File: src/irqt_cfg.svh
// Overview of operation
// - Disable-interrupt op writes 0 into the global interrupt enable flag
// - Enable-interrupt op writes 1 into the global interrupt enable flag
// - External-0 enable clear: test skips and clears request flag when it is 1
// - External-0 enable set: the external-0 test acts as a no-operation
// - Level select clear: pin test skips when the interrupt pin is low
// - Level select set: pin test skips when the interrupt pin is high
// - Read op copies interrupt control one into the accumulator
// - Write op copies the accumulator into interrupt control one
// - Read op copies interrupt control two into the accumulator
// - Write op copies the accumulator into interrupt control two
// - Read op copies external interrupt control into the accumulator
// - Write op copies the accumulator into external interrupt control
// - Write-only op copies accumulator bit 0 into auxiliary timer control
// - Timer control one is readable and writable through the accumulator
// - Timer control two is readable and writable through the accumulator
// - Timer control five is readable and writable through the accumulator
// - Timer control six is readable and writable through the accumulator
// - Prescaler read puts count upper nibble in aux, lower in accumulator
// - Prescaler write loads aux and accumulator into count and reload together
// - Timer one read puts count upper nibble in aux, lower in accumulator
// - Timer one write loads aux and accumulator into count and low reload
// - High-reload write loads aux and accumulator, running count untouched
`ifndef IRQT_CFG_SVH
`define IRQT_CFG_SVH
`define IRQT_EXT0_EN_BIT 0
`define IRQT_LVL_SEL_BIT 2
`define IRQT_AUX_CTL_BIT 0
`define IRQT_NIB_RST 4'h0
`define IRQT_FLAG_RST 1'b0
`define IRQT_FLAG_SET 1'b1
`define IRQT_CNT_RST 8'hFF
`define IRQT_RLD_RST 8'hFF
`endif

File: src/irqt_pkg.sv
package irqt_pkg;
    typedef logic [3:0] irqt_nib_t;
    typedef logic [7:0] irqt_byte_t;
    typedef enum logic [4:0] {
        IRQT_OP_NONE   = 5'h00,
        IRQT_OP_DI     = 5'h01,
        IRQT_OP_EI     = 5'h02,
        IRQT_OP_SKEXT0 = 5'h03,
        IRQT_OP_SKPIN  = 5'h04,
        IRQT_OP_RD_IC1 = 5'h05,
        IRQT_OP_WR_IC1 = 5'h06,
        IRQT_OP_RD_IC2 = 5'h07,
        IRQT_OP_WR_IC2 = 5'h08,
        IRQT_OP_RD_EXC = 5'h09,
        IRQT_OP_WR_EXC = 5'h0A,
        IRQT_OP_WR_AUX = 5'h0B,
        IRQT_OP_RD_TC1 = 5'h0C,
        IRQT_OP_WR_TC1 = 5'h0D,
        IRQT_OP_RD_TC2 = 5'h0E,
        IRQT_OP_WR_TC2 = 5'h0F,
        IRQT_OP_RD_TC5 = 5'h10,
        IRQT_OP_WR_TC5 = 5'h11,
        IRQT_OP_RD_TC6 = 5'h12,
        IRQT_OP_WR_TC6 = 5'h13,
        IRQT_OP_RD_PS  = 5'h14,
        IRQT_OP_WR_PS  = 5'h15,
        IRQT_OP_RD_T1  = 5'h16,
        IRQT_OP_WR_T1  = 5'h17,
        IRQT_OP_WR_T1H = 5'h18
    } irqt_op_e;
endpackage

File: src/irqt_dec_if.sv
`timescale 1ns/1ps
interface irqt_dec_if;
    logic op_go;
    irqt_pkg::irqt_op_e op;
    logic ext0_en;
    logic lvl_sel;
    logic pin;
    logic ext0_flag;
    logic skip_hit;
    logic ext0_clr;
    modport core (
        output op_go, op, ext0_en, lvl_sel, pin, ext0_flag,
        input skip_hit, ext0_clr
    );
    modport test (
        input op_go, op, ext0_en, lvl_sel, pin, ext0_flag,
        output skip_hit, ext0_clr
    );
endinterface

File: src/irqt_skip_test.sv
`timescale 1ns/1ps
module irqt_skip_test (
    irqt_dec_if.test dec
);
    logic is_ext0;
    logic is_pin;

    assign is_ext0 = dec.op_go && (dec.op == irqt_pkg::IRQT_OP_SKEXT0);
    assign is_pin = dec.op_go && (dec.op == irqt_pkg::IRQT_OP_SKPIN);

    // Enable set turns the flag test into a no-operation
    always_comb begin
        dec.skip_hit = 1'b0;
        dec.ext0_clr = 1'b0;
        if (is_ext0 && !dec.ext0_en && dec.ext0_flag) begin
            dec.skip_hit = 1'b1;
            dec.ext0_clr = 1'b1;
        end
        if (is_pin) begin
            // Skip when the pin level equals the selected level
            dec.skip_hit = dec.lvl_sel ? dec.pin : !dec.pin;
        end
    end
endmodule

File: src/irqt_reload_cnt.sv
`timescale 1ns/1ps
`include "irqt_cfg.svh"
module irqt_reload_cnt #(
    parameter int W = 8
) (
    // Clock and reset
    input wire logic clk_i,
    input wire logic rst_n_i,
    // Control
    input wire logic tick_i,
    input wire logic load_i,
    input wire logic [W-1:0] load_val_i,
    input wire logic [W-1:0] reload_val_i,
    // Status
    output logic [W-1:0] cnt_o,
    output logic under_o
);
    // A load in the same cycle as a tick wins, so software never sees a half-step
    always_ff @(posedge clk_i) begin
        if (!rst_n_i) begin
            cnt_o <= W'(`IRQT_CNT_RST);
        end else if (load_i) begin
            cnt_o <= load_val_i;
        end else if (tick_i) begin
            cnt_o <= (cnt_o == '0) ? reload_val_i : W'(cnt_o - 1'b1);
        end
    end

    always_ff @(posedge clk_i) begin
        if (!rst_n_i) begin
            under_o <= 1'b0;
        end else begin
            under_o <= !load_i && tick_i && (cnt_o == '0);
        end
    end
endmodule

File: src/irqt_ops.sv
`timescale 1ns/1ps
`include "irqt_cfg.svh"
module irqt_ops (
    // Clock and reset
    input wire logic clk_i,
    input wire logic rst_n_i,
    // Instruction stream
    input wire logic op_valid_i,
    input wire irqt_pkg::irqt_op_e op_i,
    input wire irqt_pkg::irqt_nib_t acc_i,
    input wire irqt_pkg::irqt_nib_t aux_i,
    // External events and pins
    input wire logic ext0_req_i,
    input wire logic ext_irq_pin_i,
    input wire logic prescaler_run_i,
    input wire logic timer_one_run_i,
    // Register file results
    output irqt_pkg::irqt_nib_t acc_o,
    output logic acc_we_o,
    output irqt_pkg::irqt_nib_t aux_o,
    output logic aux_we_o,
    output logic skip_o,
    // Control state
    output logic global_irq_enable_flag_o,
    output logic ext0_request_flag_o,
    output irqt_pkg::irqt_nib_t irq_control_one_o,
    output irqt_pkg::irqt_nib_t irq_control_two_o,
    output irqt_pkg::irqt_nib_t ext_irq_control_o,
    output logic timer_aux_control_o,
    output irqt_pkg::irqt_nib_t timer_control_one_o,
    output irqt_pkg::irqt_nib_t timer_control_two_o,
    output irqt_pkg::irqt_nib_t timer_control_five_o,
    output irqt_pkg::irqt_nib_t timer_control_six_o,
    // Timer state
    output irqt_pkg::irqt_byte_t prescaler_count_o,
    output irqt_pkg::irqt_byte_t prescaler_reload_o,
    output logic prescaler_underflow_o,
    output irqt_pkg::irqt_byte_t timer_one_count_o,
    output irqt_pkg::irqt_byte_t timer_one_low_reload_o,
    output irqt_pkg::irqt_byte_t timer_one_high_reload_o,
    output logic timer_one_underflow_o
);
    irqt_dec_if dec ();

    logic skip_q;
    logic op_go;
    logic irq_en_q;
    logic ext0_flag_q;
    irqt_pkg::irqt_nib_t ic1_q;
    irqt_pkg::irqt_nib_t ic2_q;
    irqt_pkg::irqt_nib_t exc_q;
    logic aux_ctl_q;
    irqt_pkg::irqt_nib_t tc1_q;
    irqt_pkg::irqt_nib_t tc2_q;
    irqt_pkg::irqt_nib_t tc5_q;
    irqt_pkg::irqt_nib_t tc6_q;
    irqt_pkg::irqt_byte_t ps_rld_q;
    irqt_pkg::irqt_byte_t t1l_q;
    irqt_pkg::irqt_byte_t t1h_q;
    irqt_pkg::irqt_nib_t acc_q;
    irqt_pkg::irqt_nib_t aux_q;
    logic acc_we_q;
    logic aux_we_q;
    irqt_pkg::irqt_byte_t ps_cnt;
    irqt_pkg::irqt_byte_t t1_cnt;
    irqt_pkg::irqt_byte_t ab_val;
    logic ps_under;
    logic t1_under;
    logic ps_load;
    logic t1_load;
    logic t1_tick;

    // A word in the shadow of a skip still retires, but changes nothing
    assign op_go = op_valid_i && !skip_q;
    assign ab_val = {aux_i, acc_i};
    assign ps_load = op_go && (op_i == irqt_pkg::IRQT_OP_WR_PS);
    assign t1_load = op_go && (op_i == irqt_pkg::IRQT_OP_WR_T1);
    // Timer one steps on prescaler underflow, so it lags the prescaler by a cycle
    assign t1_tick = ps_under && timer_one_run_i;

    assign dec.op_go = op_go;
    assign dec.op = op_i;
    assign dec.ext0_en = ic1_q[`IRQT_EXT0_EN_BIT];
    assign dec.lvl_sel = exc_q[`IRQT_LVL_SEL_BIT];
    assign dec.pin = ext_irq_pin_i;
    assign dec.ext0_flag = ext0_flag_q;

    irqt_skip_test u_skip (
        .dec(dec.test)
    );

    irqt_reload_cnt #(.W(8)) u_prescaler (
        .clk_i(clk_i),
        .rst_n_i(rst_n_i),
        .tick_i(prescaler_run_i),
        .load_i(ps_load),
        .load_val_i(ab_val),
        .reload_val_i(ps_rld_q),
        .cnt_o(ps_cnt),
        .under_o(ps_under)
    );

    irqt_reload_cnt #(.W(8)) u_timer_one (
        .clk_i(clk_i),
        .rst_n_i(rst_n_i),
        .tick_i(t1_tick),
        .load_i(t1_load),
        .load_val_i(ab_val),
        .reload_val_i(t1l_q),
        .cnt_o(t1_cnt),
        .under_o(t1_under)
    );

    // Skip state: only a retiring word moves it, so stalls keep the pending skip
    always_ff @(posedge clk_i) begin
        if (!rst_n_i) begin
            skip_q <= `IRQT_FLAG_RST;
        end else if (op_valid_i) begin
            skip_q <= op_go && dec.skip_hit;
        end
    end

    always_ff @(posedge clk_i) begin
        if (!rst_n_i) begin
            irq_en_q <= `IRQT_FLAG_RST;
        end else if (op_go && op_i == irqt_pkg::IRQT_OP_DI) begin
            irq_en_q <= `IRQT_FLAG_RST;
        end else if (op_go && op_i == irqt_pkg::IRQT_OP_EI) begin
            irq_en_q <= `IRQT_FLAG_SET;
        end
    end

    // A request arriving with the clearing test is kept: set wins
    always_ff @(posedge clk_i) begin
        if (!rst_n_i) begin
            ext0_flag_q <= `IRQT_FLAG_RST;
        end else if (ext0_req_i) begin
            ext0_flag_q <= `IRQT_FLAG_SET;
        end else if (dec.ext0_clr) begin
            ext0_flag_q <= `IRQT_FLAG_RST;
        end
    end

    always_ff @(posedge clk_i) begin
        if (!rst_n_i) begin
            ic1_q <= `IRQT_NIB_RST;
            ic2_q <= `IRQT_NIB_RST;
            exc_q <= `IRQT_NIB_RST;
        end else if (op_go) begin
            if (op_i == irqt_pkg::IRQT_OP_WR_IC1) begin
                ic1_q <= acc_i;
            end
            if (op_i == irqt_pkg::IRQT_OP_WR_IC2) begin
                ic2_q <= acc_i;
            end
            if (op_i == irqt_pkg::IRQT_OP_WR_EXC) begin
                exc_q <= acc_i;
            end
        end
    end

    // Only one bit of auxiliary control exists; upper accumulator bits are dropped
    always_ff @(posedge clk_i) begin
        if (!rst_n_i) begin
            aux_ctl_q <= `IRQT_FLAG_RST;
        end else if (op_go && op_i == irqt_pkg::IRQT_OP_WR_AUX) begin
            aux_ctl_q <= acc_i[`IRQT_AUX_CTL_BIT];
        end
    end

    always_ff @(posedge clk_i) begin
        if (!rst_n_i) begin
            tc1_q <= `IRQT_NIB_RST;
            tc2_q <= `IRQT_NIB_RST;
            tc5_q <= `IRQT_NIB_RST;
            tc6_q <= `IRQT_NIB_RST;
        end else if (op_go) begin
            if (op_i == irqt_pkg::IRQT_OP_WR_TC1) begin
                tc1_q <= acc_i;
            end
            if (op_i == irqt_pkg::IRQT_OP_WR_TC2) begin
                tc2_q <= acc_i;
            end
            if (op_i == irqt_pkg::IRQT_OP_WR_TC5) begin
                tc5_q <= acc_i;
            end
            if (op_i == irqt_pkg::IRQT_OP_WR_TC6) begin
                tc6_q <= acc_i;
            end
        end
    end

    always_ff @(posedge clk_i) begin
        if (!rst_n_i) begin
            ps_rld_q <= `IRQT_RLD_RST;
            t1l_q <= `IRQT_RLD_RST;
            t1h_q <= `IRQT_RLD_RST;
        end else if (op_go) begin
            if (op_i == irqt_pkg::IRQT_OP_WR_PS) begin
                ps_rld_q <= ab_val;
            end
            if (op_i == irqt_pkg::IRQT_OP_WR_T1) begin
                t1l_q <= ab_val;
            end
            if (op_i == irqt_pkg::IRQT_OP_WR_T1H) begin
                t1h_q <= ab_val;
            end
        end
    end

    // Reads return the value before any write in the same cycle
    always_ff @(posedge clk_i) begin
        if (!rst_n_i) begin
            acc_q <= `IRQT_NIB_RST;
            aux_q <= `IRQT_NIB_RST;
            acc_we_q <= 1'b0;
            aux_we_q <= 1'b0;
        end else begin
            acc_we_q <= 1'b0;
            aux_we_q <= 1'b0;
            if (op_go) begin
                unique case (op_i)
                    irqt_pkg::IRQT_OP_RD_IC1: begin
                        acc_q <= ic1_q;
                        acc_we_q <= 1'b1;
                    end
                    irqt_pkg::IRQT_OP_RD_IC2: begin
                        acc_q <= ic2_q;
                        acc_we_q <= 1'b1;
                    end
                    irqt_pkg::IRQT_OP_RD_EXC: begin
                        acc_q <= exc_q;
                        acc_we_q <= 1'b1;
                    end
                    irqt_pkg::IRQT_OP_RD_TC1: begin
                        acc_q <= tc1_q;
                        acc_we_q <= 1'b1;
                    end
                    irqt_pkg::IRQT_OP_RD_TC2: begin
                        acc_q <= tc2_q;
                        acc_we_q <= 1'b1;
                    end
                    irqt_pkg::IRQT_OP_RD_TC5: begin
                        acc_q <= tc5_q;
                        acc_we_q <= 1'b1;
                    end
                    irqt_pkg::IRQT_OP_RD_TC6: begin
                        acc_q <= tc6_q;
                        acc_we_q <= 1'b1;
                    end
                    irqt_pkg::IRQT_OP_RD_PS: begin
                        {aux_q, acc_q} <= ps_cnt;
                        acc_we_q <= 1'b1;
                        aux_we_q <= 1'b1;
                    end
                    irqt_pkg::IRQT_OP_RD_T1: begin
                        {aux_q, acc_q} <= t1_cnt;
                        acc_we_q <= 1'b1;
                        aux_we_q <= 1'b1;
                    end
                    default: begin
                    end
                endcase
            end
        end
    end

    assign acc_o = acc_q;
    assign acc_we_o = acc_we_q;
    assign aux_o = aux_q;
    assign aux_we_o = aux_we_q;
    assign skip_o = skip_q;
    assign global_irq_enable_flag_o = irq_en_q;
    assign ext0_request_flag_o = ext0_flag_q;
    assign irq_control_one_o = ic1_q;
    assign irq_control_two_o = ic2_q;
    assign ext_irq_control_o = exc_q;
    assign timer_aux_control_o = aux_ctl_q;
    assign timer_control_one_o = tc1_q;
    assign timer_control_two_o = tc2_q;
    assign timer_control_five_o = tc5_q;
    assign timer_control_six_o = tc6_q;
    assign prescaler_count_o = ps_cnt;
    assign prescaler_reload_o = ps_rld_q;
    assign prescaler_underflow_o = ps_under;
    assign timer_one_count_o = t1_cnt;
    assign timer_one_low_reload_o = t1l_q;
    assign timer_one_high_reload_o = t1h_q;
    assign timer_one_underflow_o = t1_under;
endmodule

File: config.mk
export PLATFORM = sky130hd
export DESIGN_NAME = irqt_ops
export DESIGN_NICKNAME = d
export VERILOG_FILES = /design/src/irqt_pkg.sv /design/src/irqt_dec_if.sv /design/src/irqt_skip_test.sv /design/src/irqt_reload_cnt.sv /design/src/irqt_ops.sv
export VERILOG_INCLUDE_DIRS = /design/src
export SDC_FILE = /design/constraint.sdc
export NUM_CORES = 1
export LEC_CHECK = 0
export BUFFER_PORTS_ARGS = -buffer_cell sky130_fd_sc_hd__buf_4
export CORE_ASPECT_RATIO = 1.5
export CORE_UTILIZATION = 57
export CTS_CLUSTER_SIZE = 12
export DETAILED_ROUTE_END_ITERATION = 10
export HOLD_SLACK_MARGIN = 0.03
export PLACE_DENSITY = 0.89
export SLEW_MARGIN = 20
export SYNTH_ARGS = -nofsm -noshare
export SYNTH_HDL_FRONTEND = slang
export SYNTH_SLANG_ARGS = --single-unit
File: constraint.sdc
create_clock -name clk_i -period 4.17 [get_ports clk_i]
set_clock_uncertainty 0.15 [all_clocks]
set_input_delay 0.6255 -clock clk_i [delete_from_list [all_inputs] [get_ports clk_i]]
set_output_delay 0.6255 -clock clk_i [all_outputs]
set_load 0.02 [all_outputs]
# Word-level counts from Yosys, hierarchy flattened
# Cells that the tools add are included.
# word_totals
word_cells,108
regBits,84
# classes
muxes,15
n_addsub,2
bitwise_logic,1
reduce_logical,44
eq_ne,24
# ops
cell,n
8-bit 2-to-1 mux,6
5-bit equality test (second input constant),9
5-bit by 4-bit equality test with 1-bit output (second input constant),8
4-bit case mux with 9 select lines,1
2-bit AND reduction,13
5-bit by 3-bit equality test with 1-bit output (second input constant),4
1-bit logical AND,16
8-bit logical NOT,2
8-bit by 1-bit subtractor with 8-bit output (second input constant),2
5-bit by 2-bit equality test with 1-bit output (second input constant),2
9-bit nonzero test,1
9-bit OR reduction,1
4-bit case mux with 2 select lines,1
2-bit nonzero test,4
1-bit 2-to-1 mux,7
5-bit by 1-bit equality test with 1-bit output (second input constant),1
1-bit logical NOT,5
2-bit OR reduction,2
1-bit inverter,1

# Logic depth before layout (Yosys ltp)
# Gate-level depths: netlist (run 1).
# logic_depth
ltp_word,8
mapped_depth,8

# Cells and area by module
# A second synthesis (run 1) with hierarchy kept.
# hier_totals
hier_cells,475
hier_area_um2,4286.6
# by_module_without_submodules
mod,cells_each,area_per_inst_um2,instances
irqt_ops,308,2914.0,1
irqt_reload_cnt,79,664.4,2
irqt_skip_test,9,43.8,1

# Worst setup path before layout (run 1)
# Ideal clock, no wire load.
# synth_path
kind,input to register
from,in op_i[4]
to,"reg tc1_q[1], in the netlist timer_control_one_o[1]"
slack_ps,1953
required_time_ps,3892
path_stages,7
t_arrival_ps,1940
path_buffers,2
cell_sequence,clkbuf_1 -> clkbuf_1 -> nor2_1 -> nand3_1 -> nor2_1 -> mux2i_1 -> nor2_1
# synth_via
elab_chain_len,2
# synth_rtl
item,line,text
start: declaration,irqt_ops.sv:9,"input wire irqt_pkg::irqt_op_e op_i,"
5-bit by 4-bit equality test with 1-bit output,irqt_ops.sv:178,if (op_i == irqt_pkg::IRQT_OP_WR_TC1) begin
2-bit AND reduction (no line),--,
end signal: assignment,irqt_ops.sv:173,tc1_q <= `IRQT_NIB_RST;
end signal: assignment,irqt_ops.sv:179,tc1_q <= acc_i;
end: declaration,irqt_ops.sv:53,irqt_pkg::irqt_nib_t tc1_q;
# Every way passes these cells.
# A chain may end at the register's enable or synchronous reset.

# Worst setup path in the final report (run 1)
# layout_path
from,in op_i[4]
to,reg u_prescaler.cnt_o[4]
# layout_via
elab_chain_len,3
word_cells_on_any_way,4
cone_classes,eq/ne: 1; mux: 1; reduce/logical: 2
# layout_rtl
item,line,text
5-bit equality test (*),irqt_ops.sv:76,assign ps_load = op_go && (op_i == irqt_pkg::IRQT_OP_WR_PS);
1-bit logical AND (*),irqt_ops.sv:76,
8-bit 2-to-1 mux / 2-bit nonzero test (equally long branches),--,
end signal: assignment,irqt_reload_cnt.sv:21,cnt_o <= W'(`IRQT_CNT_RST);
end signal: assignment,irqt_reload_cnt.sv:23,cnt_o <= load_val_i;
end signal: assignment,irqt_reload_cnt.sv:25,cnt_o <= (cnt_o == '0) ? reload_val_i : W'(cnt_o - 1'b1);
end: declaration,irqt_reload_cnt.sv:15,"output logic [W-1:0] cnt_o,"
# Every way passes the cells marked *; elsewhere a longest branch is shown, timed or not.

==> run metrics, run 1 <==
IO Count=104; hold_buf cts=0; most frequent cells in the layout=106 x buf_4, 84 x dfxtp_1, 68 x nand2_1; chip width=71.26 µm; Post-synth ARST share=0%; CTS tree=yes; RD Place Congestion=0.9556; area of the die=7546 µm²; dpl hpwl=8.631 mm; design area=5049 µm²; status=finished with violations; vias per cell=6.223; Post-Route WL=12.06 mm; failing checks=design-rule violations; Placed Area=4838 µm²; Via Count=4107; clock slew at reported path FFs=0.08 ns; final setup fails=0; Port Buffers=103; std cell rows=37; clk root buf=clkbuf_8; total negative slack=0 ns; power per cell area=323.1 nW/µm²; CTS max path bufs=2; Syn Area/Cell=8.319 µm²; die height=105.9 µm; Synth top area share=41.00%; Worst setup EP type=flop; Fin. Hold Viols=0; Fmax=435.4 MHz; gr usage total=32.48%; CTS HTree Levels=3; RSZ-0062 raised after global routing=false; core area=6898 µm²; worst r2r src=u_timer_one.cnt_o[2]; VDD IR-drop max=263.2 µV; distinct cell type count after synthesis=64; most common cell after layout, fill and taps aside=buf_4; Hold Path Class=primary input to flop; DRT antenna net count=0; Pleak=2.165 nW; CP required=4.29 ns; Syn-to-layout area delta=23.09%; number of synthesized flops with an enable pin=0; FF+latch count, synth=84; maximum number of pins on one net before global-route repair=46; final worst path period share=55.08%; post-synth top area cell=dfxtp_1; synthesized instance count=493; later-pin clock latency in the skew report=0.38 ns; Initial Utilization=59.46%; Final min period=2.297 ns; worst-path maximum fanout=20; fraction of layout cells with a size suffix above 1=23.71%; setup repair bufs after CTS=0; min-delay src=ext0_req_i; number of CTS-inserted buffers=9; final global-route overflow total=0; ant diodes=0; Pins Over Slew Limit=0; CP arrival=2.42 ns; max_slew headroom=46.31%; Placed Cells=644; worst-margin pin slew=0.7942 ns; largest cells by area after synthesis=dfxtp_1 41%, mux2i_1 8.5%, nand2_1 6.2%; WS Path Type=primary input to flop; CP startpoint=op_i[4]; DRC=8; clk sinks=84; Pre-antenna DRT Iters=10; initial antenna violation count=0; Max-Cap Viols=0; Routed wire per std cell=18.27 µm; nets=601; cts repair resizes=0; Non-Filler Instances=660; first-pass GRT wire length=18.71 mm; syn_nets=517; sequential share of the synthesized area=41.00%; Yosys Warn Count=0; vias in the first global route=3871; Main synth FF type=dfxtp_1; Critical Path Start Type=primary input; Netlist Area Pre-Place=4101 µm²; drt initial violations=388
==> worst paths after layout <==
check                           to  slack (ns)  depth (start not counted)
min reg2reg  prescaler_reload_o[7]        0.31                          2
max           u_prescaler.cnt_o[4]        1.87                          6
max reg2reg   u_timer_one.cnt_o[0]        1.91                          5
min            ext0_request_flag_o        0.31                          3
==> power breakdown <==
part / internal, mW / switching [mW]
sequential: 0.817 / 0.0198
combinational: 0.0680 / 0.113
clock: 0.310 / 0.303
==> state kept, by name (all words and copies together), names as in the netlist <==
name / flops
u_prescaler.cnt_o: 8
acc_we_o: 1
timer_aux_control_o: 1
aux_we_o: 1
irq_control_two_o: 4
acc_o: 4
timer_control_one_o: 4
prescaler_reload_o: 8
timer_one_low_reload_o: 8
timer_control_two_o: 4
u_prescaler.under_o: 1
u_timer_one.cnt_o: 8
global_irq_enable_flag_o: 1
aux_o: 4
timer_control_six_o: 4
u_timer_one.under_o: 1
ext_irq_control_o: 4
skip_o: 1
irq_control_one_o: 4
timer_control_five_o: 4
ext0_request_flag_o: 1
timer_one_high_reload_o: 8
==> stage by stage <==
stage | hold WS (ns) | util [%] | power (mW) | setup WS, ns
CTS | 0.3104 | 73.19 | 1.633 | 1.913
global route | 0.3191 | 73.19 | 1.683 | 1.731
detailed placement | 0.3033 | 70.14 | 1.032 | 1.528
finish | 0.3088 | 73.19 | 1.631 | 1.873
global placement | 0.2985 | 70.14 | 1.029 | 1.612
floorplan | 0.3246 | - | 0.9620 | 1.953
==> logic make-up after synthesis <==
| kind of cell | share of synthesized area (%) |
|---|---|
| XOR/XNOR | 1.922 |
| buffers and inverters | 4.728 |
| flip-flops | 41.00 |
| AND/OR/NAND/NOR | 27.36 |
| multiplexers | 9.640 |
| adder cells (fa/ha/maj) | 1.220 |
| AO/OA/AOI/OAI | 14.12 |
==> layer usage <==
layer	global-route usage, %	share of wire (%)	routed length, µm	vias to the layer above
li1	-	-	-	1915
met1	35.77	36	4356	1916
met2	55.58	51	6140	217
met3	4.076	6.6	795	59
met4	25.29	6.4	767	0
met5	0	0	0	-
==> cell type report <==
cell class	instances	area (µm²)
flip-flops and latches	84	1682
clock buffers	11	151.4
multi-input cells	366	2226
fillers	499	1849
well taps	78	97.59
clock inverters	5	58.81
inverters	10	37.54
repair buffers	106	795.8
==> critical path: stages <==
cell and delay [ns]:
buf_4 0.21, nor2b_1 0.33, nand4_1 0.52, nand2_1 0.37, a211oi_1 0.08, a211o_1 0.28
==> Yosys cell counts (3+ instances only) <==
master    instances
a211o_1           3
a211oi_1          8
a21o_1            4
a21oi_1          21
a31oi_1           4
and2_1            3
and3_1            3
buf_2             8
clkbuf_1         20
dfxtp_1          84
ha_1              4
inv_1             7
mux2_2            4
mux2i_1          35
nand2_1          68
nand2b_1          3
nand3_1          39
nand3b_1          3
nand4_1           7
nor2_1           64
nor2b_1           5
nor3_1            7
nor3b_1           3
nor4_1            7
o211ai_1          4
o21ai_0           5
o21ai_1          14
xnor2_1           7
No activity file was read; power rests on OpenSTA's default activity.
==> run 2, diff against run 1 <==
--- a/config.mk
+++ b/config.mk
@@ -8,11 +8,11 @@
 export LEC_CHECK = 0
 export BUFFER_PORTS_ARGS = -buffer_cell sky130_fd_sc_hd__buf_4
 export CORE_ASPECT_RATIO = 1.5
-export CORE_UTILIZATION = 57
+export CORE_UTILIZATION = 53
 export CTS_CLUSTER_SIZE = 12
 export DETAILED_ROUTE_END_ITERATION = 10
 export HOLD_SLACK_MARGIN = 0.03
-export PLACE_DENSITY = 0.89
+export PLACE_DENSITY = 0.84
 export SLEW_MARGIN = 20
 export SYNTH_ARGS = -nofsm -noshare
 export SYNTH_HDL_FRONTEND = slang
==> constraint.sdc (replaced) <==
create_clock -name clk_i -period 2.4 [get_ports clk_i]
set_clock_uncertainty 0.15 [all_clocks]
set_input_delay 0.36 -clock clk_i [delete_from_list [all_inputs] [get_ports clk_i]]
set_output_delay 0.36 -clock clk_i [all_outputs]
set_load 0.02 [all_outputs]
==> run 2 against run 1 <==
- the flow now finishes without violations
- global-route usage is 0.74 points lower
- wire length increased by 4.6%
- sequential share of layout area is 0.84 points lower
- cell area rose by 2.6%
- sequential cell count is the same
- critical path type is now flop to flop
==> run metrics, run 2 (synthesized netlist as in run 1, its figures left out) <==
power per cell area=531.4 nW/µm² (+64%); gr usage total=31.74% (-0.74 points); CTS HTree Levels=3 (unchanged); Via Count=4213 (+2.6%); DRT antenna net count=0 (unchanged); Syn-to-layout area delta=26.30%; total negative slack=0 ns (unchanged); maximum number of pins on one net before global-route repair=46 (unchanged); WS Path Type=flop to flop; vias per cell=6.044 (-2.9%); WHS Path Cells=3 (unchanged); area of the die=8102 µm² (+7.4%); Port Buffers=103 (unchanged); chip width=73.83 µm (+3.6%); Critical Path Start Type=flop; max incr delay on CP=0.57 ns (+0.05 ns); GR Util met3=6.874% (+2.8 points); fill cell total of the finished layout=601 (+20%); Initial Utilization=55.65% (-3.8 points); initial antenna violation count=0 (unchanged); worst-margin pin slew=0.7629 ns (-0.03125 ns); Placed Cells=682 (+5.9%); later-pin clock latency in the skew report=0.36 ns (-0.02 ns); core area=7370 µm² (+6.8%); M2 GR Usage=56.09% (+0.52 points); most frequent cells in the layout=122 x buf_4, 84 x dfxtp_1, 68 x nand2_1; Final min period=2.188 ns; Most Crowded Layer GR=met2; most common cell after layout, fill and taps aside=buf_4; dpl hpwl=9.218 mm (+6.8%); Worst setup EP type=flop; Routed wire per std cell=18.10 µm (-0.92%); Pins Over Slew Limit=0 (unchanged); setup repair bufs after CTS=0 (unchanged); max_slew headroom=49.06% (+2.8 points); final worst path period share=91.15%; crit-path cells=inv_1 > ha_1 > nand2b_1 > or3b_1 > nor2_1 > a211oi_1 > a211o_1; IO Count=104 (unchanged); Pleak=2.242 nW (+3.5%); RSZ-0062 raised after global routing=false; Hold Path Class=primary input to flop; first-pass GRT wire length=19.10 mm (+2.1%); Pre-antenna DRT Iters=7 (-3); clock slew at reported path FFs=0.08 ns (about the same); Fmax=457.1 MHz; hold_buf cts=0 (unchanged); DRC=0 (-8); cts repair resizes=0 (unchanged); final global-route overflow total=0 (unchanged); final core occ=70.29% (-2.9 points); Fin. Hold Viols=0 (unchanged); vias in the first global route=3901 (+0.77%); number of CTS-inserted buffers=9 (unchanged); CTS max path bufs=2 (unchanged); nets=617 (+2.7%); status=finished clean; std cell rows=38 (+2.7%); clk root buf=clkbuf_8; clk sinks=84 (unchanged); die height=109.7 µm (+3.6%); Non-Filler Instances=697 (+5.6%); fraction of layout cells with a size suffix above 1=25.63% (+1.9 points); Max-Cap Viols=0 (unchanged); CP arrival=2.30 ns (-0.12 ns); worst-path maximum fanout=11 (-45%); CP required=2.51 ns (-1.78 ns); hold_ws=0.06823 ns (-0.2405 ns); final setup fails=0 (unchanged); GR met1 Demand/Resource=33.14% (-2.6 points); FF-to-FF path depth=7 (+2); VDD IR-drop max=336.0 µV (+28%); Slowest cell on crit path=or3b_1; drt initial violations=323 (-17%); RD Place Congestion=0.9341 (-2.2%); Post-Route WL=12.62 mm (+4.6%); ant diodes=0 (unchanged); CTS tree=yes
run 2: worst paths after layout:
| kind | slack (ns) | startpoint | to |
|---|---|---|---|
| worst max-delay path | 0.21 | u_prescaler.cnt_o[0] | u_prescaler.cnt_o[4] |
| worst max register to register | 0.21 | u_prescaler.cnt_o[0] | u_prescaler.cnt_o[4] |
| worst min register to register | 0.31 | timer_one_low_reload_o[0] | timer_one_low_reload_o[0] |
| worst min-delay path | 0.07 | ext0_req_i | ext0_request_flag_o |
run 2: cell type report:
cell class / count / area [µm²] / share of cell area, %
repair buffers: 122 / 915.9 / 17.68
clock inverters: 1 / 5.005 / 0.09662
clock buffers: 14 / 182.7 / 3.527
multi-input cells: 366 / 2232 / 43.09
inverters: 10 / 37.54 / 0.7246
flip-flops and latches: 84 / 1682 / 32.46
well taps: 100 / 125.1 / 2.415
run 2: stage by stage:
stage,setup WS (ns),area (µm²),power (mW)
2_1_floorplan,0.2337,4101,1.672
3_3_place_gp,0.2989,4986,1.799
3_5_place_dp,0.2516,4986,1.809
4_1_cts,0.1668,5174,2.757
5_1_grt,0.1063,5180,2.839
6_report,0.2125,5180,2.753
run 2: critical path, delay by kind of cell (launching register included):
kind	cells	cell delay, ns
compound gates	2	0.36
fa+ha+maj	1	0.20
buf+inv	1	0.14
flops	1	0.40
simple gates	3	0.82
run 2: per-layer routing:
layer | vias up | wire length (µm)
li1 | 1943 | -
met1 | 1988 | 4609
met2 | 225 | 6531
met3 | 57 | 771
met4 | 0 | 707
met5 | - | 0
run 2: where the power goes:
| part | switching, mW | total (mW) | internal, mW |
|---|---|---|---|
| combinational | 0.203 | 0.331 | 0.128 |
| clock | 0.487 | 0.970 | 0.483 |
| sequential | 0.0321 | 1.45 | 1.42 |
| total | 0.722 | 2.75 | 2.03 |
==> run 3, diff against run 2 <==
--- a/config.mk
+++ b/config.mk
@@ -8,7 +8,9 @@
 export LEC_CHECK = 0
 export BUFFER_PORTS_ARGS = -buffer_cell sky130_fd_sc_hd__buf_4
 export CORE_ASPECT_RATIO = 1.5
+export CORE_MARGIN = 2
 export CORE_UTILIZATION = 53
+export CTS_BUF_LIST = sky130_fd_sc_hd__clkbuf_16
 export CTS_CLUSTER_SIZE = 12
 export DETAILED_ROUTE_END_ITERATION = 10
 export HOLD_SLACK_MARGIN = 0.03
==> run 3 against run 2 <==
- register-to-register slack about the same
- largest power group is now clock
- hold slack improved by 0.020 ns
- cell area is 3.1% higher
- power rose by 24%
- wire length increased by 1.1%
- critical path type unchanged
- highest routed layer unchanged
==> run metrics, run 3 (synthesized netlist as in run 1, its figures left out) <==
status=finished clean; max_slew headroom=47.60% (-1.5 points); Syn-to-layout area delta=30.26%; hold_ws=0.08846 ns (+0.02023 ns); IO Count=104 (unchanged); most common cell after layout, fill and taps aside=buf_4; initial antenna violation count=0 (unchanged); dpl hpwl=9.291 mm (+0.79%); Worst setup EP type=flop; first-pass GRT wire length=20.04 mm (+4.9%); VDD IR-drop max=619.5 µV (+84%); std cell rows=39 (+2.6%); Critical Path Start Type=flop; worst-path maximum fanout=11 (unchanged); FF-to-FF path depth=5 (-2); Max-Cap Viols=0 (unchanged); reg2reg setup slack=0.20 ns (about the same); later-pin clock latency in the skew report=0.35 ns (about the same); nets=616 (-0.16%); Pleak=2.307 nW (+2.9%); cts repair resizes=0 (unchanged); most frequent cells in the layout=120 x buf_4, 84 x dfxtp_1, 68 x nand2_1; CP required=2.47 ns (-0.04 ns); maximum number of pins on one net before global-route repair=46 (unchanged); gr usage total=31.04% (-0.70 points); vias in the first global route=4016 (+2.9%); fraction of layout cells with a size suffix above 1=25.63% (unchanged); final worst path period share=91.61% (+0.46 points); drt initial violations=349 (+8.0%); design area=5343 µm² (+3.1%); Hold Path Class=primary input to flop; crit-path cells=nor4_1 > or3b_1 > o21a_1 > a21oi_1 > o21ai_1; RSZ-0062 raised after global routing=false; number of CTS-inserted buffers=9 (unchanged); CTS max path bufs=2 (unchanged); max incr delay on CP=0.60 ns (+0.03 ns); Final min period=2.199 ns (+0.01104 ns); Fin. Hold Viols=0 (unchanged); total negative slack=0 ns (unchanged); WS Path Type=flop to flop; R2R Path End=u_prescaler.cnt_o[0]; Port Buffers=103 (unchanged); Initial Utilization=54.23% (-1.4 points); WHS Path Cells=3 (unchanged); worst setup path endpoint=u_prescaler.cnt_o[0]; Routed wire per std cell=18.25 µm (+0.79%); vias per cell=5.951 (-1.5%); RD Place Congestion=0.9894 (+5.9%); Post-Route WL=12.76 mm (+1.1%); CTS tree=yes; worst-margin pin slew=0.7848 ns (+0.02189 ns); final global-route overflow total=0 (unchanged); power per cell area=636.5 nW/µm² (+20%); final setup fails=0 (unchanged); clock slew at reported path FFs=0.06 ns (-0.02 ns); final core occ=70.64% (+0.35 points); Via Count=4160 (-1.3%); area of the die=8473 µm² (+4.6%); clk root buf=clkbuf_16; hold_buf cts=0 (unchanged); Pwr Total=3.401 mW (+24%); Slowest cell on crit path=or3b_1; chip width=75.83 µm (+2.7%); ant diodes=0 (unchanged); Fmax=454.8 MHz (-0.50%); Pre-antenna DRT Iters=5 (-2); setup repair bufs after CTS=0 (unchanged); CP arrival=2.27 ns (-0.03 ns); die height=111.7 µm (+1.8%); fill cell total of the finished layout=602 (+0.17%); Placed Area=4994 µm² (+0.15%); CTS HTree Levels=3 (unchanged); worst r2r src=u_prescaler.cnt_o[2]; CP startpoint=u_prescaler.cnt_o[2]; clk sinks=84 (unchanged); DRC=0 (unchanged); min-delay src=ext0_req_i; Pins Over Slew Limit=0 (unchanged); DRT antenna net count=0 (unchanged); core area=7564 µm² (+2.6%)
-- run 3: cell types whose count changed in the layout (fill, tap and decap cells not counted) --
cell | previous run | this run
buf_12 | 0 | 1
buf_4 | 122 | 120
bufinv_16 | 0 | 3
clkbuf_1 | 1 | 0
clkbuf_16 | 0 | 9
clkbuf_8 | 13 | 0
clkinv_2 | 1 | 0
clkinv_4 | 0 | 2
clkinvlp_4 | 0 | 1
inv_6 | 0 | 1
nor4_1 | 6 | 7
nor4_2 | 3 | 2
-- run 3: critical path: cells and delay by family (launching register included) --
kind	cells	cell delay, ns
flip-flops	1	0.38
AO/OA/AOI/OAI	3	0.49
AND/OR/NAND/NOR	2	1.05
-- run 3: area by class of cell --
type                            count  area, µm²  area share, %
Timing Repair Buffer              121      920.9          17.24
Tap cell                          102      127.6          2.389
Clock inverter                      7      123.9          2.319
Inverter                           10      37.54         0.7026
Multi-Input combinational cell    366       2226          41.66
Sequential cell                    84       1682          31.48
Clock buffer                        9      225.2          4.215
-- run 3: per-layer routing --
metal / vias to the layer above / global-route usage [%] / routed length, µm
met5: - / 0 / 0
met4: 0 / 19.18 / 745
met3: 51 / 5.430 / 824
met2: 187 / 51.15 / 6533
met1: 1966 / 35.73 / 4651
li1: 1956 / - / -
-- run 3: worst min-delay path by stage --
| stage | end |
|---|---|
| CTS | ext0_request_flag_o |
| finish | ext0_request_flag_o |
| global route | ext0_request_flag_o |
| detailed placement | timer_one_high_reload_o[0] |
| floorplan | ext_irq_control_o[2] |
| global placement | prescaler_reload_o[7] |
-- run 3: stage by stage --
stage,cells,worst slack [ns]
after global placement,683,0.2841
after detailed placement,683,0.2255
after global routing,699,0.02275
final,699,0.2015
after floorplan,493,0.2337
after CTS,699,0.2270
-- run 3: report_power, final --
group	total [mW]	internal, mW	switching, mW
Sequential	1.45	1.42	0.0318
Combinational	0.333	0.128	0.205
Clock	1.61	1.02	0.591
